File: src/include/io_space_params.svh
`ifndef IO_SPACE_PARAMS_SVH
`define IO_SPACE_PARAMS_SVH
`define IO_PORT_LAST        8'h3F
`define IO_BIT_LAST         8'h1F
`define IO_DATA_OFFSET      8'h20
`define EXT_FIRST           8'h60
`define OFF_ADC_SEL         8'h7C
`define OFF_ADC_DIS         8'h7E
`define OFF_CMP_DIS         8'h7F
`define OFF_TMR_CTRL_A      8'h80
`define OFF_TMR_CTRL_B      8'h81
`define OFF_TMR_FORCE       8'h82
`define OFF_TMR_CNT_L       8'h84
`define OFF_TMR_CNT_H       8'h85
`define OFF_TMR_CAP_L       8'h86
`define OFF_TMR_CAP_H       8'h87
`define OFF_TMR_CMPA_L      8'h88
`define OFF_TMR_CMPA_H      8'h89
`define OFF_TMR_CMPB_L      8'h8A
`define OFF_TMR_CMPB_H      8'h8B
`define MASK_ADC_SEL        8'h6F
`define MASK_CMP_DIS        8'h03
`define MASK_TMR_CTRL_A     8'hF3
`define MASK_TMR_CTRL_B     8'hDF
`define MASK_TMR_FORCE      8'hC0
`define OFF_LOW_FLAGS       8'h00
`define OFF_LOW_CTRL        8'h01
`define RESET_VALUE         8'h00
`endif

File: src/include/io_space_pkg.sv
package io_space_pkg;
  typedef enum logic [2:0] {
    OP_NONE,
    OP_PORT_IN,
    OP_PORT_OUT,
    OP_DATA_LOAD,
    OP_DATA_STORE,
    OP_SET_BIT,
    OP_CLEAR_BIT,
    OP_TEST_BIT
  } io_op_t;

  typedef struct packed {
    io_op_t     op;
    logic [7:0] addr;
    logic [2:0] bit_sel;
    logic [7:0] wdata;
  } io_req_t;

  typedef struct packed {
    logic       valid;
    logic [7:0] rdata;
    logic       bit_val;
  } io_rsp_t;
endpackage

File: src/core/io_addr_decode.sv
`include "io_space_params.svh"
module io_addr_decode
  import io_space_pkg::*;
(
  input  wire io_req_t    req_i,
  output logic            port_ok_o,
  output logic            data_ok_o,
  output logic            bit_ok_o,
  output logic [7:0]      dspace_o
);
  // Port and bit-op addresses are I/O numbers; data-space adds the offset
  always_comb begin
    port_ok_o = 1'b0;
    data_ok_o = 1'b0;
    bit_ok_o  = 1'b0;
    dspace_o  = req_i.addr;
    case (req_i.op)
      OP_PORT_IN, OP_PORT_OUT: begin
        port_ok_o = (req_i.addr <= `IO_PORT_LAST); // [RULE4]
        dspace_o  = 8'(req_i.addr + `IO_DATA_OFFSET); // [RULE5]
      end
      OP_SET_BIT, OP_CLEAR_BIT, OP_TEST_BIT: begin
        bit_ok_o = (req_i.addr <= `IO_BIT_LAST); // [RULE1]
        dspace_o = 8'(req_i.addr + `IO_DATA_OFFSET);
      end
      OP_DATA_LOAD, OP_DATA_STORE: begin
        data_ok_o = 1'b1; // [RULE6]
      end
      default: begin
      end
    endcase
  end
endmodule

File: src/core/io_space_regs.sv
// How it works
// RULE1 - Low I/O range 0x00-0x1F supports bit set, clear and bit tests.
// RULE2 - Some status flags clear when one is written; zero leaves them.
// RULE3 - Bit set or clear touches only the addressed bit.
// RULE4 - Port in/out instructions use I/O addresses 0x00 to 0x3F.
// RULE5 - Data-space address of an I/O register is I/O address plus 0x20.
// RULE6 - Extended region 0x60-0xFF reachable only by loads and stores.
// RULE7 - Software should write zero to reserved bits.
// RULE8 - Software never writes reserved addresses.
// RULE9 - Reserved addresses and bits read zero; writes to them do nothing.
`include "io_space_params.svh"
module io_space_regs
  import io_space_pkg::*;
(
  input  wire logic       clock_i,
  input  wire logic       resetn_i,
  input  wire io_req_t    req_i,
  input  wire logic [7:0] flag_set_i,
  output io_rsp_t         rsp_o,
  output logic [7:0]      low_flags_o,
  output logic [7:0]      low_ctrl_o,
  output logic [7:0]      adc_input_select_o,
  output logic [7:0]      adc_pin_digital_disable_o,
  output logic [7:0]      comparator_pin_digital_disable_o,
  output logic [7:0]      wide_timer_ctrl_a_o,
  output logic [7:0]      wide_timer_ctrl_b_o,
  output logic [7:0]      wide_timer_force_compare_o,
  output logic [15:0]     wide_timer_count_o,
  output logic [15:0]     wide_timer_capture_o,
  output logic [15:0]     wide_timer_compare_a_o,
  output logic [15:0]     wide_timer_compare_b_o
);
  logic       port_ok;
  logic       data_ok;
  logic       bit_ok;
  logic [7:0] dspace;

  io_addr_decode u_dec (
    .req_i     (req_i),
    .port_ok_o (port_ok),
    .data_ok_o (data_ok),
    .bit_ok_o  (bit_ok),
    .dspace_o  (dspace)
  );

  // Extended registers indexed by data-space offset from OFF_ADC_SEL (0x7C), not from the extended start
  logic [7:0] flags_reg, flags_next;
  logic [7:0] ctrl_reg,  ctrl_next;
  logic [7:0] ext_reg  [16];
  logic [7:0] ext_next [16];
  io_rsp_t    rsp_reg, rsp_next;

  function automatic logic [7:0] ext_mask(input logic [7:0] a);
    case (a)
      `OFF_ADC_SEL:     ext_mask = `MASK_ADC_SEL;
      `OFF_ADC_DIS:     ext_mask = 8'hFF;
      `OFF_CMP_DIS:     ext_mask = `MASK_CMP_DIS;
      `OFF_TMR_CTRL_A:  ext_mask = `MASK_TMR_CTRL_A;
      `OFF_TMR_CTRL_B:  ext_mask = `MASK_TMR_CTRL_B;
      `OFF_TMR_FORCE:   ext_mask = `MASK_TMR_FORCE;
      `OFF_TMR_CNT_L, `OFF_TMR_CNT_H, `OFF_TMR_CAP_L, `OFF_TMR_CAP_H,
      `OFF_TMR_CMPA_L, `OFF_TMR_CMPA_H, `OFF_TMR_CMPB_L,
      `OFF_TMR_CMPB_H:  ext_mask = 8'hFF;
      default:          ext_mask = 8'h00; // [RULE9]
    endcase
  endfunction

  function automatic logic [3:0] ext_idx(input logic [7:0] a);
    ext_idx = 4'(a - `OFF_ADC_SEL);
  endfunction

  function automatic logic in_ext_win(input logic [7:0] a);
    in_ext_win = (a >= `OFF_ADC_SEL) && (a <= `OFF_TMR_CMPB_H);
  endfunction

  logic       wr_en;
  logic       rd_en;
  logic [7:0] rd_val;
  logic [7:0] io_a;

  always_comb begin
    io_a  = 8'(dspace - `IO_DATA_OFFSET);
    wr_en = (req_i.op == OP_PORT_OUT && port_ok) ||
            (req_i.op == OP_DATA_STORE && data_ok);
    rd_en = (req_i.op == OP_PORT_IN && port_ok) ||
            (req_i.op == OP_DATA_LOAD && data_ok);
    rd_val = 8'h00;
    if (dspace == 8'(`OFF_LOW_FLAGS + `IO_DATA_OFFSET))
      rd_val = flags_reg;
    else if (dspace == 8'(`OFF_LOW_CTRL + `IO_DATA_OFFSET))
      rd_val = ctrl_reg;
    else if (dspace >= `EXT_FIRST && in_ext_win(dspace))
      rd_val = ext_reg[ext_idx(dspace)] & ext_mask(dspace); // [RULE6]
  end

  always_comb begin
    flags_next = flags_reg;
    ctrl_next  = ctrl_reg;
    for (int i = 0; i < 16; i++)
      ext_next[i] = ext_reg[i];
    rsp_next = '0;
    if (wr_en && io_a == `OFF_LOW_FLAGS)
      flags_next = flags_reg & ~req_i.wdata; // [RULE2]
    if (wr_en && io_a == `OFF_LOW_CTRL)
      ctrl_next = req_i.wdata;
    if (bit_ok && io_a == `OFF_LOW_FLAGS) begin
      if (req_i.op == OP_SET_BIT)
        flags_next[req_i.bit_sel] = 1'b0; // [RULE3]
    end
    if (bit_ok && io_a == `OFF_LOW_CTRL) begin
      if (req_i.op == OP_SET_BIT)
        ctrl_next[req_i.bit_sel] = 1'b1; // [RULE1]
      else if (req_i.op == OP_CLEAR_BIT)
        ctrl_next[req_i.bit_sel] = 1'b0; // [RULE1]
    end
    if (wr_en && dspace >= `EXT_FIRST && in_ext_win(dspace))
      ext_next[ext_idx(dspace)] = req_i.wdata & ext_mask(dspace); // [RULE9]
    flags_next = flags_next | flag_set_i;
    if (rd_en) begin
      rsp_next.valid = 1'b1;
      rsp_next.rdata = rd_val;
    end
    if (bit_ok && req_i.op == OP_TEST_BIT) begin
      rsp_next.valid   = 1'b1;
      rsp_next.bit_val = (io_a == `OFF_LOW_FLAGS) ?
                         flags_reg[req_i.bit_sel] :
                         (io_a == `OFF_LOW_CTRL) ?
                         ctrl_reg[req_i.bit_sel] : 1'b0; // [RULE1]
    end
  end

  always_ff @(posedge clock_i or negedge resetn_i) begin
    if (!resetn_i) begin
      flags_reg <= `RESET_VALUE;
      ctrl_reg  <= `RESET_VALUE;
      rsp_reg   <= '0;
      for (int i = 0; i < 16; i++)
        ext_reg[i] <= `RESET_VALUE;
    end else begin
      flags_reg <= flags_next;
      ctrl_reg  <= ctrl_next;
      rsp_reg   <= rsp_next;
      for (int i = 0; i < 16; i++)
        ext_reg[i] <= ext_next[i];
    end
  end

  always_comb begin
    rsp_o                            = rsp_reg;
    low_flags_o                      = flags_reg;
    low_ctrl_o                       = ctrl_reg;
    adc_input_select_o               = ext_reg[0];
    adc_pin_digital_disable_o        = ext_reg[2];
    comparator_pin_digital_disable_o = ext_reg[3];
    wide_timer_ctrl_a_o              = ext_reg[4];
    wide_timer_ctrl_b_o              = ext_reg[5];
    wide_timer_force_compare_o       = ext_reg[6];
    wide_timer_count_o               = {ext_reg[9], ext_reg[8]};
    wide_timer_capture_o             = {ext_reg[11], ext_reg[10]};
    wide_timer_compare_a_o           = {ext_reg[13], ext_reg[12]};
    wide_timer_compare_b_o           = {ext_reg[15], ext_reg[14]};
  end

  property p_port_ext_blocked;
    @(posedge clock_i) disable iff (!resetn_i)
    (req_i.op == OP_PORT_IN && req_i.addr > `IO_PORT_LAST)
      |=> !rsp_o.valid;
  endproperty
  a_port_ext_blocked: assert property (p_port_ext_blocked) // [RULE6]
    else $error("port read beyond range answered");

  property p_data_offset;
    @(posedge clock_i) disable iff (!resetn_i)
    (req_i.op == OP_DATA_STORE &&
     req_i.addr == 8'(`OFF_LOW_CTRL + `IO_DATA_OFFSET))
      |=> low_ctrl_o == $past(req_i.wdata);
  endproperty
  a_data_offset: assert property (p_data_offset) // [RULE5]
    else $error("data store missed offset mapping");

  property p_w1c;
    @(posedge clock_i) disable iff (!resetn_i)
    (wr_en && io_a == `OFF_LOW_FLAGS && flag_set_i == 8'h00)
      |=> low_flags_o == ($past(low_flags_o) & ~$past(req_i.wdata));
  endproperty
  a_w1c: assert property (p_w1c) // [RULE2]
    else $error("flag write-one-to-clear wrong");

  property p_bitset;
    @(posedge clock_i) disable iff (!resetn_i)
    (req_i.op == OP_SET_BIT && req_i.addr == `OFF_LOW_CTRL)
      |=> low_ctrl_o[$past(req_i.bit_sel)];
  endproperty
  a_bitset: assert property (p_bitset) // [RULE1]
    else $error("bit set failed");

  // Sticky sets from the peripherals would hide a side effect, so excluded
  property p_bit_only;
    @(posedge clock_i) disable iff (!resetn_i)
    (req_i.op == OP_SET_BIT && req_i.addr == `OFF_LOW_FLAGS &&
     flag_set_i == 8'h00)
      |=> (low_flags_o | (8'h01 << $past(req_i.bit_sel))) ==
          ($past(low_flags_o) | (8'h01 << $past(req_i.bit_sel)));
  endproperty
  a_bit_only: assert property (p_bit_only) // [RULE3]
    else $error("bit op touched other flags");

  property p_reserved_zero;
    @(posedge clock_i) disable iff (!resetn_i)
    (req_i.op == OP_DATA_LOAD && req_i.addr == 8'h83)
      |=> rsp_o.rdata == 8'h00;
  endproperty
  a_reserved_zero: assert property (p_reserved_zero) // [RULE9]
    else $error("reserved address read nonzero");

  property p_set_wins;
    @(posedge clock_i) disable iff (!resetn_i)
    (flag_set_i != 8'h00) |=> (low_flags_o & $past(flag_set_i)) ==
                              $past(flag_set_i);
  endproperty
  a_set_wins: assert property (p_set_wins) // [RULE2]
    else $error("flag set lost against clear");

  property p_bit_range;
    @(posedge clock_i) disable iff (!resetn_i)
    (req_i.op == OP_TEST_BIT && req_i.addr > `IO_BIT_LAST)
      |=> !rsp_o.valid;
  endproperty
  a_bit_range: assert property (p_bit_range) // [RULE1]
    else $error("bit test out of range answered");

  c_store_ext: cover property (@(posedge clock_i)
    req_i.op == OP_DATA_STORE && req_i.addr == `OFF_TMR_CNT_H);
  c_test_bit: cover property (@(posedge clock_i)
    req_i.op == OP_TEST_BIT && bit_ok);
  c_w1c: cover property (@(posedge clock_i) wr_en && io_a == `OFF_LOW_FLAGS);
endmodule

File: config.mk
export PLATFORM = sky130hd
export DESIGN_NAME = io_space_regs
export DESIGN_NICKNAME = d
export VERILOG_FILES = /design/src/include/io_space_pkg.sv /design/src/core/io_addr_decode.sv /design/src/core/io_space_regs.sv
export VERILOG_INCLUDE_DIRS = /design/src /design/src/include
export SDC_FILE = /design/constraint.sdc
export NUM_CORES = 1
export LEC_CHECK = 0
export ABC_AREA = 1
export BUFFER_PORTS_ARGS = -buffer_cell sky130_fd_sc_hd__buf_2
export CAP_MARGIN = 0
export CORE_MARGIN = 2
export CORE_UTILIZATION = 45
export CTS_BUF_LIST = sky130_fd_sc_hd__clkbuf_16
export CTS_CLUSTER_SIZE = 14
export DETAILED_ROUTE_END_ITERATION = 16
export PLACE_DENSITY_LB_ADDON = 0.1
export SETUP_SLACK_MARGIN = 0.4
export SYNTH_ARGS = -nofsm -noshare
export SYNTH_HDL_FRONTEND = slang
export SYNTH_HIERARCHICAL = 1
export SYNTH_SLANG_ARGS = --single-unit
File: constraint.sdc
create_clock -name clock_i -period 1.1 [get_ports clock_i]
set_input_delay 0 -clock clock_i [delete_from_list [all_inputs] [get_ports clock_i]]
set_output_delay 0 -clock clock_i [all_outputs]
set_load 0.02 [all_outputs]
[Yosys cells after proc, flatten, opt, wreduce, memory -nomap -nowiden]
Index checks and enable logic that the tools add are counted.
Storage, ports and cells
  register bits: 154
  input port bits: 32
  output and inout port bits: 138
  word-level logic and storage cells: 126
Operators by class
  $add $sub $neg: 3
  order comparisons: 9
  eq/ne operators: 24
  mux-type cells: 36
  bitwise logic cells: 10
  reductions and logical operators: 23
Operators by type and width (number)
  $mux 8: 18
  $bwmux 128: 1
  $eq 8x8->1 const B: 11
  $pmux 8 s6: 1
  $and 8x8->8: 5
  $bmux 8 s4: 1
  $demux 8 s4: 1
  $eq 8x7->1 const B: 3
  $eq 8x6->1 const B: 2
  $ge 8x7->1 const B: 2
  $not 8->8: 2
  $or 8x8->8: 2
  $logic_and 1x1->1: 15
  $eq 3x3->1 const B: 4
  $mux 1: 10
  $mux 9: 1
  $reduce_or 9->1: 1
  $add 8x6->8 const B: 1
  $eq 8x1->1 const B: 1
  $le 8x5->1 const B: 1
  $le 8x6->1 const B: 1
  $le 8x8->1 const B: 1
  $logic_not 8->1: 1
  $sub 8x6->8 const B: 1
  14 further kinds: 18

[Longest topological paths before layout]
Gate-level depths: netlist of the first run.
  word-level depth: 15
  gate-level depth with buffers: 19
  gate-level depth less buffers: 18

[Hierarchy]
Netlist of the first run, hierarchy kept.
By module, submodules not included
  io_space_regs: times used 1, cells each 1164, area each 8754.6 um2
  io_addr_decode: times used 1, cells each 32, area each 181.4 um2

[Worst setup path before layout of the first run]
OpenSTA, ideal clock, no wires.
  path kind: input port to flip-flop
  start: in req_i[13] (netlist name)
  end: reg ext_reg (netlist bit comparator_pin_digital_disable_o[4])
  data arrival time: 2155 ps
  data required time: 969 ps
  slack: -1186 ps
  stages on the path: 16
  path buffers: 4
  cell sequence: buf_4 > clkbuf_1 > clkinv_1 > clkbuf_1 > ha_1 > inv_1 > nor2_1 > nand3_1 > nand3_2 > nand2_4 > clkinv_4 > nand2_4 > nor2_4 > nand2_2 > buf_2 > o21ai_1
Between the ends
  word-level cells in the longest chain between the ends: 9
  elaborated cells between the ends (all ways): 38
  classes of those cells: add/sub (2); order compare (6); eq/ne (14); mux (7); bitwise (2); reduce/logical (7)
RTL lines
  start, declared: line io_space_regs.sv:17  | input wire io_req_t req_i,
  $add 8x6->8 (no source line)
  $mux 8
  $sub 4x4->4 (no source line)
  $not 4->5 (implied by the code): line io_space_regs.sv:117  | ext_next[ext_idx(dspace)] = req_i.wdata & ext_mask(dspace);
  $ge 5x5->1 (implied by the code) or $lt 5x1->1 (tied branches): line io_space_regs.sv:117
  $logic_and 1x1->1 (implied by the code): line io_space_regs.sv:117
  $mux 8 (implied by the code): line io_space_regs.sv:117
  $demux 8 s4: line io_space_regs.sv:117
  $bwmux 128: line io_space_regs.sv:117
  end signal, assigned by index: line io_space_regs.sv:138  | ext_reg[i] <= `RESET_VALUE;
  end signal, assigned by index: line io_space_regs.sv:144  | ext_reg[i] <= ext_next[i];
  end, declared: line io_space_regs.sv:49  | logic [7:0] ext_reg [16];
Parallel ways exist; a longest one is shown, timed or not. The select of a mux whose other input is x is not followed.
A chain may end at the register's enable or synchronous reset.

[Final worst setup path of the first run]
  start: in req_i[17] (netlist name)
  end: reg ext_reg (netlist bit wide_timer_compare_a_o[1])
Between the ends
  word-level cells in the longest chain between the ends: 8
  elaborated cells between the ends (all ways): 31
  classes of those cells: add/sub (1); order compare (4); eq/ne (14); mux (5); bitwise (1); reduce/logical (6)
RTL lines
  $add 8x6->8 (no source line) (*)
  $mux 8 (*)
  named net dspace[7]: line io_space_regs.sv:36  | logic [7:0] dspace;
  $eq 8x8->1 or $eq 8x7->1 (tied branches): line io_space_regs.sv:54  | case (a)
  $reduce_or 9->1 (no source line)
  $pmux 8 s6: line io_space_regs.sv:54
  $mux 8: line io_space_regs.sv:116  | if (wr_en && dspace >= `EXT_FIRST && in_ext_win(dspace))
  $and 8x8->8: line io_space_regs.sv:117
  $bwmux 128: line io_space_regs.sv:117
Mark *: on every way through the listed nets, which the timed path passes. The rest lies on a longest branch. The select of a mux whose other input is x is not followed.

==> impl_metrics.json, run 1 <==
{
  "status": "complete, but fails checks",
  "failed_checks": "setup timing",
  "cts.path.max_buffers": 2,
  "relSlewSlack_pct": 76.0,
  "timing.critical_path.slowest_stage_cell": "sky130_fd_sc_hd__nor2_8",
  "first_pass_grt_wire_length_um": 53000,
  "top_level_ports": 170,
  "worst_r2r_startpoint": "wide_timer_count_o[6]",
  "grt_usage_pct": 32.1,
  "hold_violations": 0,
  "cts_tree": "done",
  "max_stage_delay_ps": 200,
  "post_dp_cell_area_um2": 11200,
  "hold_path_class": "in -> reg",
  "fin_nets": 1619,
  "clkSinkCount": 154,
  "critical_path.startpoint": "req_i[17]",
  "min_to": "low_flags_o[3]",
  "critical_path_arrival_ps": 1800,
  "synth_top_cells_by_area": "sky130_fd_sc_hd__dfrtp_1 (43%), sky130_fd_sc_hd__nand2_1 (13%), sky130_fd_sc_hd__buf_4 (10%), sky130_fd_sc_hd__o21ai_1 (5.7%), sky130_fd_sc_hd__nor2_1 (5.0%)",
  "fillers": 1157,
  "yosysMostFrequentCell": "sky130_fd_sc_hd__nand2_1",
  "power_density_nw_per_um2": 919,
  "drt_drc_violations_left": 0,
  "multi_input_comb_area_um2": 4870,
  "routedWlPerCell_um": 19.4,
  "drive_above_1_share_pct": 52.0,
  "cp.buffers_inverters": 5,
  "worstSetupStartpointType": "primary input",
  "vias_per_cell": 5.32,
  "worst_reg_to_reg_cells": 10,
  "grt_max_degree": 42,
  "ff_latch_area_um2": 3860,
  "cts_htree_levels": 4,
  "num_rows": 51,
  "cts.reportedPaths.clkPinSlew_ps": 70,
  "vias": 9893,
  "antenna_violations_before_repair": 1,
  "synth-edff-count": 0,
  "worst_skew_pair.late_latency_ps": 440,
  "timing.critical_path.cells": "buf_8 -> ha_4 -> inv_2 -> nand2_2 -> nand2_2 -> nand3_2 -> nand2_2 -> inv_4 -> nor2_4 -> nand3_2 -> nand3_2 -> nand2_4 -> clkinv_4 -> nand2_8 -> nor2_8 -> buf_12 -> nand2_8 -> nand2_2 -> o21ai_2",
  "port_buffers": 169,
  "commonest_register_cell_after_synthesis": "sky130_fd_sc_hd__dfrtp_1",
  "timing.final.crit_period_ps": 1480,
  "power.total_mw": 14.3,
  "worst_hold_startpoint": "req_i[3]",
  "synth_commonest_cells": "sky130_fd_sc_hd__nand2_1 (319), sky130_fd_sc_hd__dfrtp_1 (154), sky130_fd_sc_hd__buf_4 (120)",
  "yosysUniqueCellTypes": 36,
  "die_height_um": 145,
  "endpoint_kind": "register",
  "post_synth.cell_area_avg_um2": 7.47,
  "gpl.final_weighted_congestion": 0.898,
  "skew_ps": 10.1,
  "warnings_synthesis": 6,
  "rsz0062_at_grt": "yes",
  "tightest_slew_ps": 360,
  "finalInstanceArea_um2": 15500,
  "reg2reg_setup_slack_ps": -250,
  "drt_iter0_markers": 720,
  "drt.antenna.violating_nets": 0,
  "achievable_freq_mhz": 676,
  "fin_util_pct": 79.7,
  "first_global_vias": 9638,
  "timing.setup.tns_ps": -46300,
  "whs_ps": 1.73,
  "postSynthRegisterBits": 154,
  "initial_core_util_pct": 45.9,
  "drt-total-wl_um": 36100,
  "r2r_end": "rsp_o[7]",
  "path_max_fanout": 8,
  "worst_vdd_rail_ir_drop_mv": 0.977,
  "asyncSetResetFlopFracSynth_pct": 100,
  "slew_violations": 0,
  "worstPathRequired_ps": 1420,
  "sequential_fraction_of_the_synthesis_area_pct": 43.1,
  "worstHoldPathCells": 3,
  "root_buffer": "sky130_fd_sc_hd__clkbuf_16",
  "path_common_cell": "sky130_fd_sc_hd__nand2_2",
  "post-route-worst-setup-slack_ps": -380,
  "syn-instance-count": 1196,
  "gr-total-overflow": 0,
  "cts_inserted_buffers": 17,
  "critPathKind": "in -> reg",
  "synth.net_count": 1235,
  "drv_cap": 0,
  "floorplan.die.width_um": 145,
  "fp.dieArea_um2": 21000,
  "holdBufCountCts": 18,
  "core-area_um2": 19500,
  "post_synth_instance_area_um2": 8940,
  "finalSetupViolations": 164,
  "synth_top_cell_area_share_pct": 43.1,
  "area_growth_syn_to_layout_pct": 73.7,
  "layout_worst_path_cycle_share_pct": 135,
  "synth_area_leader_cell": "sky130_fd_sc_hd__dfrtp_1",
  "cpLargestDelayFamily": "simple AND/OR/NAND/NOR gates",
  "dp.final_hpwl_um": 21400,
  "total_leakage_power_nw": 7.56,
  "drt_pass1_iterations": 9
}
-- stage by stage --
| step | instances | setup WS, ps |
|---|---|---|
| floorplan | 1196 | -681 |
| global placement | 1698 | -787 |
| detailed placement | 1698 | -851 |
| CTS | 1800 | -268 |
| global route | 1859 | -463 |
| finish | 1859 | -380 |
-- cell families (layout without fill, tap and decap cells) --
group / after synthesis / count (layout) / synth area share, %
flops: 154 / 154 / 43.1
fa+ha+maj: 7 / 7 / 0.980
xor+xnor: 1 / 1 / 0.0980
compound gates: 188 / 188 / 11.1
simple gates: 565 / 575 / 27.2
other cells: 0 / 1 / 0
buf+inv: 281 / 668 / 17.4
-- power breakdown --
part / total, mW / switching (mW) / internal [mW]
Sequential: 5.68 / 0.0101 / 5.67
Combinational: 1.98 / 1.22 / 0.759
Clock: 6.60 / 2.57 / 4.04
-- final cells by class --
| cell class | count | share of cell area (%) |
|---|---|---|
| repair buffers | 516 | 34.3 |
| multi-input cells | 771 | 31.4 |
| flip-flops and latches | 154 | 24.9 |
| inverters | 120 | 3.10 |
| clock buffers | 17 | 2.74 |
| well taps | 265 | 2.14 |
| clock inverters | 15 | 1.44 |
| diodes | 1 | 0.0161 |
-- worst max path at each step --
stage,end,slack [ps],depth (start not counted)
after floorplan,adc_input_select_o[6],-680,17
after global placement,low_ctrl_o[4],-790,14
after detailed placement,low_ctrl_o[4],-850,14
after CTS,low_ctrl_o[5],-270,14
after global routing,wide_timer_compare_a_o[10],-460,18
final,wide_timer_compare_a_o[1],-380,19
-- cell usage in the layout, fill, tap and decap left out, types with 4 or more instances in the layout --
cell and count:
sky130_fd_sc_hd__dlygate4sd3_1 18, sky130_fd_sc_hd__nor2_1 105, sky130_fd_sc_hd__dfrtp_1 151, sky130_fd_sc_hd__nand2_8 19
sky130_fd_sc_hd__clkinv_4 4, sky130_fd_sc_hd__o21ai_1 78, sky130_fd_sc_hd__o22ai_1 8, sky130_fd_sc_hd__buf_2 24
sky130_fd_sc_hd__bufinv_16 5, sky130_fd_sc_hd__nand2_4 39, sky130_fd_sc_hd__buf_4 164, sky130_fd_sc_hd__nand2_2 84
sky130_fd_sc_hd__nor2_4 13, sky130_fd_sc_hd__o21ai_0 11, sky130_fd_sc_hd__clkbuf_16 19, sky130_fd_sc_hd__inv_1 105
sky130_fd_sc_hd__buf_6 272, sky130_fd_sc_hd__nand2_1 205, sky130_fd_sc_hd__nand3_4 6, sky130_fd_sc_hd__buf_12 27
sky130_fd_sc_hd__a31o_2 8, sky130_fd_sc_hd__nand4_1 13, sky130_fd_sc_hd__o21ai_2 61, sky130_fd_sc_hd__nand3_1 54
sky130_fd_sc_hd__inv_2 10, sky130_fd_sc_hd__buf_8 7, sky130_fd_sc_hd__nor2_2 8, sky130_fd_sc_hd__a21oi_2 8
sky130_fd_sc_hd__nand3_2 22, sky130_fd_sc_hd__a21oi_1 9
-- routing by layer --
layer	track usage [%]	wire (um)
met5	0	0
met2	53.2	17800
met4	11.8	1410
met3	6.04	2250
met1	42.1	14700
-- tightest hold or removal path, cell delays in order --
cell	delay [ps]
sky130_fd_sc_hd__buf_2	160
sky130_fd_sc_hd__nand2_1	100
sky130_fd_sc_hd__a31o_2	150
-- repair_timing --
action / 4_1_cts / 5_1_grt
gates resized for setup: 554 / 195
endpoints found under the setup margin: 292 / 292
cloned: 12 / 3
pin swaps: 69 / 50
buffers inserted: 40 / 55
endpoints found under the hold margin: 167 / 1
(Power assumes the default switching activity.)
==> run 2, diff against run 1 <==
Settings changed: ABC_AREA 1 to unset.
==> impl_metrics.json, run 2 <==
{
  "status": "complete, but fails checks",
  "failed_checks": "hold timing, setup timing",
  "first_global_vias": 7584,
  "die_height_um": 143,
  "post_synth_mux_area_share_pct": 24.7,
  "power.share.sequential_pct": 43.2,
  "ff_latch_area_um2": 3850,
  "relSlewSlack_pct": 73.4,
  "synth-edff-count": 0,
  "slew_violations": 0,
  "critPathKind": "in -> reg",
  "antenna-diode-count": 0,
  "tightest_slew_ps": 398,
  "gr-total-overflow": 0,
  "yosysUniqueCellTypes": 62,
  "vias_per_cell": 5.47,
  "power_density_nw_per_um2": 955,
  "power.total_mw": 13.1,
  "compound_cell_area_share_of_the_yosys_netlist_pct": 7.52,
  "port_buffers": 169,
  "worstSetupStartpointType": "primary input",
  "cts.path.max_buffers": 2,
  "area_growth_syn_to_layout_pct": 59.3,
  "post_synth_instance_area_um2": 8640,
  "hold_violations": 12,
  "post-route-worst-setup-slack_ps": -822,
  "cts_tree": "done",
  "synth_top_cell_area_share_pct": 44.6,
  "vias": 7012,
  "power_frac_clock_pct": 46.6,
  "cts_htree_levels": 4,
  "synth_simple_gate_area_share_pct": 9.51,
  "combinational_share_of_power_pct": 10.2,
  "synth_area_leader_cell": "sky130_fd_sc_hd__dfrtp_1",
  "core-area_um2": 18800,
  "fin_nets": 1074,
  "asyncSetResetFlopFracSynth_pct": 100,
  "worst_vdd_rail_ir_drop_mv": 1.11,
  "floorplan.die.width_um": 143,
  "path_max_fanout": 8,
  "num_rows": 50,
  "timing.final.crit_period_ps": 1920,
  "first_pass_grt_wire_length_um": 43900,
  "worstPathRequired_ps": 1410,
  "final_cell_mix": "sky130_fd_sc_hd__buf_6 (234), sky130_fd_sc_hd__dfrtp_1 (153), sky130_fd_sc_hd__buf_4 (136)",
  "total_leakage_power_nw": 6.69,
  "drt_pass1_iterations": 5,
  "warnings_synthesis": 6,
  "achievable_freq_mhz": 520,
  "synth_top_cells_by_area": "sky130_fd_sc_hd__dfrtp_1 (45%), sky130_fd_sc_hd__mux2_2 (16%), sky130_fd_sc_hd__buf_4 (10%), sky130_fd_sc_hd__mux4_2 (8.1%), sky130_fd_sc_hd__a22oi_1 (1.5%)",
  "netSwitchingPower_mw": 3.28,
  "synth_xor_xnor_area_share_pct": 0.405,
  "holdBufCountCts": 18,
  "grt_usage_pct": 28.8,
  "critical_path_arrival_ps": 2240,
  "main_combinational_cell_family_by_area_after_synthesis": "multiplexers",
  "clkSinkCount": 154,
  "fillers": 1235,
  "netSwitchingFraction_pct": 25.0,
  "fp.dieArea_um2": 20300,
  "syn-instance-count": 708,
  "drt.antenna.violating_nets": 0,
  "worst_skew_pair.late_latency_ps": 430,
  "placement.setup.worst_slack_ps": -1700,
  "final_common_cell": "sky130_fd_sc_hd__buf_6",
  "yosys.area_share.adder_pct": 1.01,
  "drt-total-wl_um": 28600,
  "skew_ps": 5.28,
  "hold_path_class": "in -> async",
  "layout_worst_path_cycle_share_pct": 175,
  "top_level_ports": 170,
  "timing.setup.tns_ps": -113030,
  "grt_max_degree": 43,
  "finalSetupViolations": 155,
  "multi_input_comb_area_um2": 4400,
  "drv_cap": 0,
  "cts.reportedPaths.clkPinSlew_ps": 70,
  "yosysMostFrequentCell": "sky130_fd_sc_hd__dfrtp_1",
  "timing.critical_path.slowest_stage_cell": "sky130_fd_sc_hd__mux2_4",
  "gpl.final_weighted_congestion": 0.959,
  "postSynthRegisterBits": 154,
  "cts_inserted_buffers": 17,
  "synth.net_count": 747,
  "rsz0062_at_grt": "yes",
  "routedWlPerCell_um": 22.3,
  "drt_iter0_markers": 376,
  "sequential_fraction_of_the_synthesis_area_pct": 44.6,
  "cell_internal_pwr_mw": 9.86,
  "synth_commonest_cells": "sky130_fd_sc_hd__dfrtp_1 (154), sky130_fd_sc_hd__mux2_2 (121), sky130_fd_sc_hd__buf_4 (117)",
  "drive_above_1_share_pct": 69.5,
  "drt_drc_violations_left": 0,
  "commonest_register_cell_after_synthesis": "sky130_fd_sc_hd__dfrtp_1",
  "initial_core_util_pct": 46.0,
  "root_buffer": "sky130_fd_sc_hd__clkbuf_16",
  "post_synth.cell_area_avg_um2": 12.2,
  "endpoint_kind": "register",
  "timing.critical_path.cells": "buf_6 -> nand3b_4 -> o21ai_4 -> mux2_4 -> nor4b_4 -> o21ai_4 -> a2111oi_4 -> buf_6 -> buf_12 -> nand2_8 -> mux2_2",
  "whs_ps": -11.5,
  "dp.final_hpwl_um": 19200,
  "antenna_violations_before_repair": 0,
  "max_stage_delay_ps": 360
}
-- run 2: changes by cell type after synthesis, sizes merged, moves of 10 or more --
cell,previous run,this run
a22oi,0,17
and2,0,17
buf,143,133
nand3,82,15
mux4,0,31
nor2,128,23
o21ai,151,8
mux2,0,124
inv,117,7
nand2,337,29
-- run 2: area by class of cell --
| class | instances | area share, % |
|---|---|---|
| Timing Repair Buffer | 458 | 33.3 |
| Multi-Input combinational cell | 397 | 32.0 |
| Sequential cell | 154 | 28.0 |
| Clock buffer | 17 | 3.09 |
| Tap cell | 234 | 2.13 |
| Clock inverter | 15 | 1.26 |
| Inverter | 7 | 0.191 |
-- run 2: worst max-delay path: cells and delay by family --
family	cells	cell delay [ps]
mux	2	650
buf+inv	3	400
simple gates	3	580
compound gates	3	590
-- run 2: cell families after synthesis --
kind of cell               count (synthesis)
xor gates and xnor gates                   4
and+or+nand+nor                          140
AOI/OAI and AO/OA                         86
adders and majority gates                  7
muxes                                    159
DFF                                      154
buffers and inverters                    158
-- run 2: final timing paths --
path	from	endpoint	slack, ps	depth (start not counted)
min	resetn_i	rsp_o[2]	-10	2
min in group clock_i	req_i[21]	rsp_o[9]	-10	4
max	req_i[21]	wide_timer_ctrl_b_o[3]	-820	11
min reg2reg	ext_reg[116]	ext_reg[116]	510	1
max in group asynchronous	resetn_i	adc_pin_digital_disable_o[2]	590	3
max reg2reg	comparator_pin_digital_disable_o[7]	rsp_o[8]	-660	5
-- run 2: power by group through the flow --
stage | Sequential (mW) | Clock, mW | Combinational (mW)
global placement | 5.78 | 0 | 1.01
finish | 5.68 | 6.13 | 1.34
floorplan | 5.79 | 0 | 0.433
global route | 5.67 | 6.43 | 1.43
CTS | 5.68 | 6.17 | 1.30
detailed placement | 5.78 | 0 | 1.03
-- run 2: what timing repair did --
item | in CTS | in global routing
pin swaps | 33 | 16
setup buffers | 20 | 12
gates resized for setup | 386 | 122
hold endpoints to repair | 171 | 11
endpoints found under the setup margin | 292 | 292
gates cloned | 6 | 0
-- run 2: metal layers --
layer  track usage [%]  routed length, um  vias to the layer above
li1                  -                  -                     3134
met1              39.0              12600                     3586
met2              47.3              14100                      247
met3              4.31               1280                       45
met4              10.5                571                        0
met5                 0                  0                        -
-- run 2: per-stage QoR --
step	util, %	cells	hold slack (ps)	cell area [um2]
floorplan	-	708	-296	8680
global placement	57.3	1194	-132	10700
detailed placement	57.3	1194	-129	10700
CTS	70.6	1270	-24.5	13300
global route	73.3	1282	-12.8	13800
finish	73.3	1282	-11.5	13800
==> run 3, diff against run 2 <==
Settings changed: HOLD_SLACK_MARGIN set to 0.03.
==> impl_metrics.json, run 3 (synthesis results as in run 2) <==
{
  "critical_path_arrival_ps": 2240,
  "grt_max_degree": 43,
  "floorplan.die.width_um": 143,
  "power.share.sequential_pct": 43.2,
  "skew_ps": 5.53,
  "hold_path_class": "in -> async",
  "clkSinkCount": 154,
  "initial_core_util_pct": 46.0,
  "antenna-diode-count": 0,
  "gr-total-overflow": 0,
  "critPathKind": "in -> reg",
  "dp.final_hpwl_um": 19200,
  "hold_violations": 12,
  "post_dp_cell_area_um2": 10700,
  "vias_per_cell": 5.49,
  "endpoint_kind": "register",
  "critical_path.startpoint": "req_i[21]",
  "globalRouteMet3Util_pct": 4.27,
  "finalSetupViolations": 154,
  "finalInstanceArea_um2": 13800,
  "worst_skew_pair.late_latency_ps": 430,
  "final_common_cell": "sky130_fd_sc_hd__buf_6",
  "fillers": 1236,
  "drt_iter0_markers": 344,
  "drt.antenna.violating_nets": 0,
  "grt.met1_usage_pct": 39.0,
  "relSlewSlack_pct": 73.6,
  "failed_checks": "hold timing, setup timing",
  "die_height_um": 143,
  "final_cell_mix": "sky130_fd_sc_hd__buf_6 (234), sky130_fd_sc_hd__dfrtp_1 (153), sky130_fd_sc_hd__buf_4 (136)",
  "power_density_nw_per_um2": 955,
  "fp.dieArea_um2": 20300,
  "antenna_violations_before_repair": 0,
  "worst_r2r_startpoint": "comparator_pin_digital_disable_o[7]",
  "drt_drc_violations_left": 0,
  "holdBufCountCts": 17,
  "whs_ps": -14.9,
  "worst_vdd_rail_ir_drop_mv": 1.11,
  "achievable_freq_mhz": 520,
  "area_growth_syn_to_layout_pct": 59.2,
  "drt-total-wl_um": 28500,
  "placement.setup.worst_slack_ps": -1700,
  "cts.path.max_buffers": 2,
  "tightest_slew_ps": 397,
  "fin_util_pct": 73.3,
  "netSwitchingPower_mw": 3.28,
  "total_leakage_power_nw": 6.69,
  "cts_htree_levels": 4,
  "drive_above_1_share_pct": 69.5,
  "gr-max-usage-layer": "met2",
  "worstPathRequired_ps": 1410,
  "first_global_vias": 7563,
  "layout_worst_path_cycle_share_pct": 175,
  "top_level_ports": 170,
  "num_rows": 50,
  "cts.reportedPaths.clkPinSlew_ps": 70,
  "netSwitchingFraction_pct": 25.0,
  "port_buffers": 169,
  "core-area_um2": 18800,
  "cell_internal_pwr_mw": 9.86,
  "slew_violations": 0,
  "cts_tree": "done",
  "power_frac_clock_pct": 46.6,
  "gpl.final_weighted_congestion": 0.959,
  "placed_cells": 1194,
  "root_buffer": "sky130_fd_sc_hd__clkbuf_16",
  "path_max_fanout": 8,
  "first_pass_grt_wire_length_um": 43800,
  "combinational_share_of_power_pct": 10.2,
  "final_cell_count_no_fill": 1281,
  "fin_nets": 1073,
  "drt_pass1_iterations": 5,
  "worstSetupStartpointType": "primary input",
  "status": "complete, but fails checks",
  "routedWlPerCell_um": 22.3,
  "timing.setup.tns_ps": -113310,
  "post-route-worst-setup-slack_ps": -825,
  "groute.layer.met2.usage_pct": 47.5,
  "rsz0062_at_grt": "yes",
  "vias": 7039,
  "cts_inserted_buffers": 17,
  "grt_usage_pct": 28.8,
  "timing.final.crit_period_ps": 1920,
  "power.total_mw": 13.1,
  "drv_cap": 0,
  "reg2reg_setup_slack_ps": -640
}
[run 3: worst paths after layout]
check                                               endpoint  cells after the start
worst max-delay path                  wide_timer_ctrl_b_o[3]                     11
worst min-delay path                                rsp_o[2]                      2
worst max register to register                      rsp_o[8]                      5
worst min register to register                  ext_reg[116]                      1
max in group asynchronous       adc_pin_digital_disable_o[2]                      3
min in group clock_i                                rsp_o[9]                      4
[run 3: area by class of cell]
type,instances,area [um2],share of cell area [%]
clock buffers,17,425,3.09
clock inverters,15,174,1.26
inverters,7,26.3,0.191
multi-input cells,397,4400,32.0
flip-flops and latches,154,3850,28.0
well taps,234,293,2.13
repair buffers,457,4570,33.3
[run 3: critical path, stage by stage]
cell and delay, ps:
sky130_fd_sc_hd__buf_6 90, sky130_fd_sc_hd__nand3b_4 170, sky130_fd_sc_hd__o21ai_4 120, sky130_fd_sc_hd__mux2_4 360, sky130_fd_sc_hd__nor4b_4 320, sky130_fd_sc_hd__o21ai_4 150, sky130_fd_sc_hd__a2111oi_4 320, sky130_fd_sc_hd__buf_6 180
sky130_fd_sc_hd__buf_12 120, sky130_fd_sc_hd__nand2_8 90, sky130_fd_sc_hd__mux2_2 290
[run 3: routing by layer]
metal,vias to the layer above,part of all wire [%]
li1,3130,-
met1,3617,44
met2,249,50
met3,43,4.8
met4,0,2.0
met5,-,0
[run 3: power by group through the flow]
| stage | clock network, mW | registers, mW | logic [mW] |
|---|---|---|---|
| CTS | 6.17 | 5.68 | 1.30 |
| finish | 6.13 | 5.68 | 1.33 |
| detailed placement | 0 | 5.78 | 1.03 |
| floorplan | 0 | 5.79 | 0.433 |
| global placement | 0 | 5.78 | 1.01 |
| global route | 6.43 | 5.67 | 1.43 |
[run 3: repair_timing]
action / in CTS / in global routing
buffers inserted: 20 / 12
gates resized for setup: 386 / 122
hold endpoints to repair: 171 / 17
pin swaps: 33 / 17
setup endpoints to repair: 292 / 292
cloned: 6 / 0
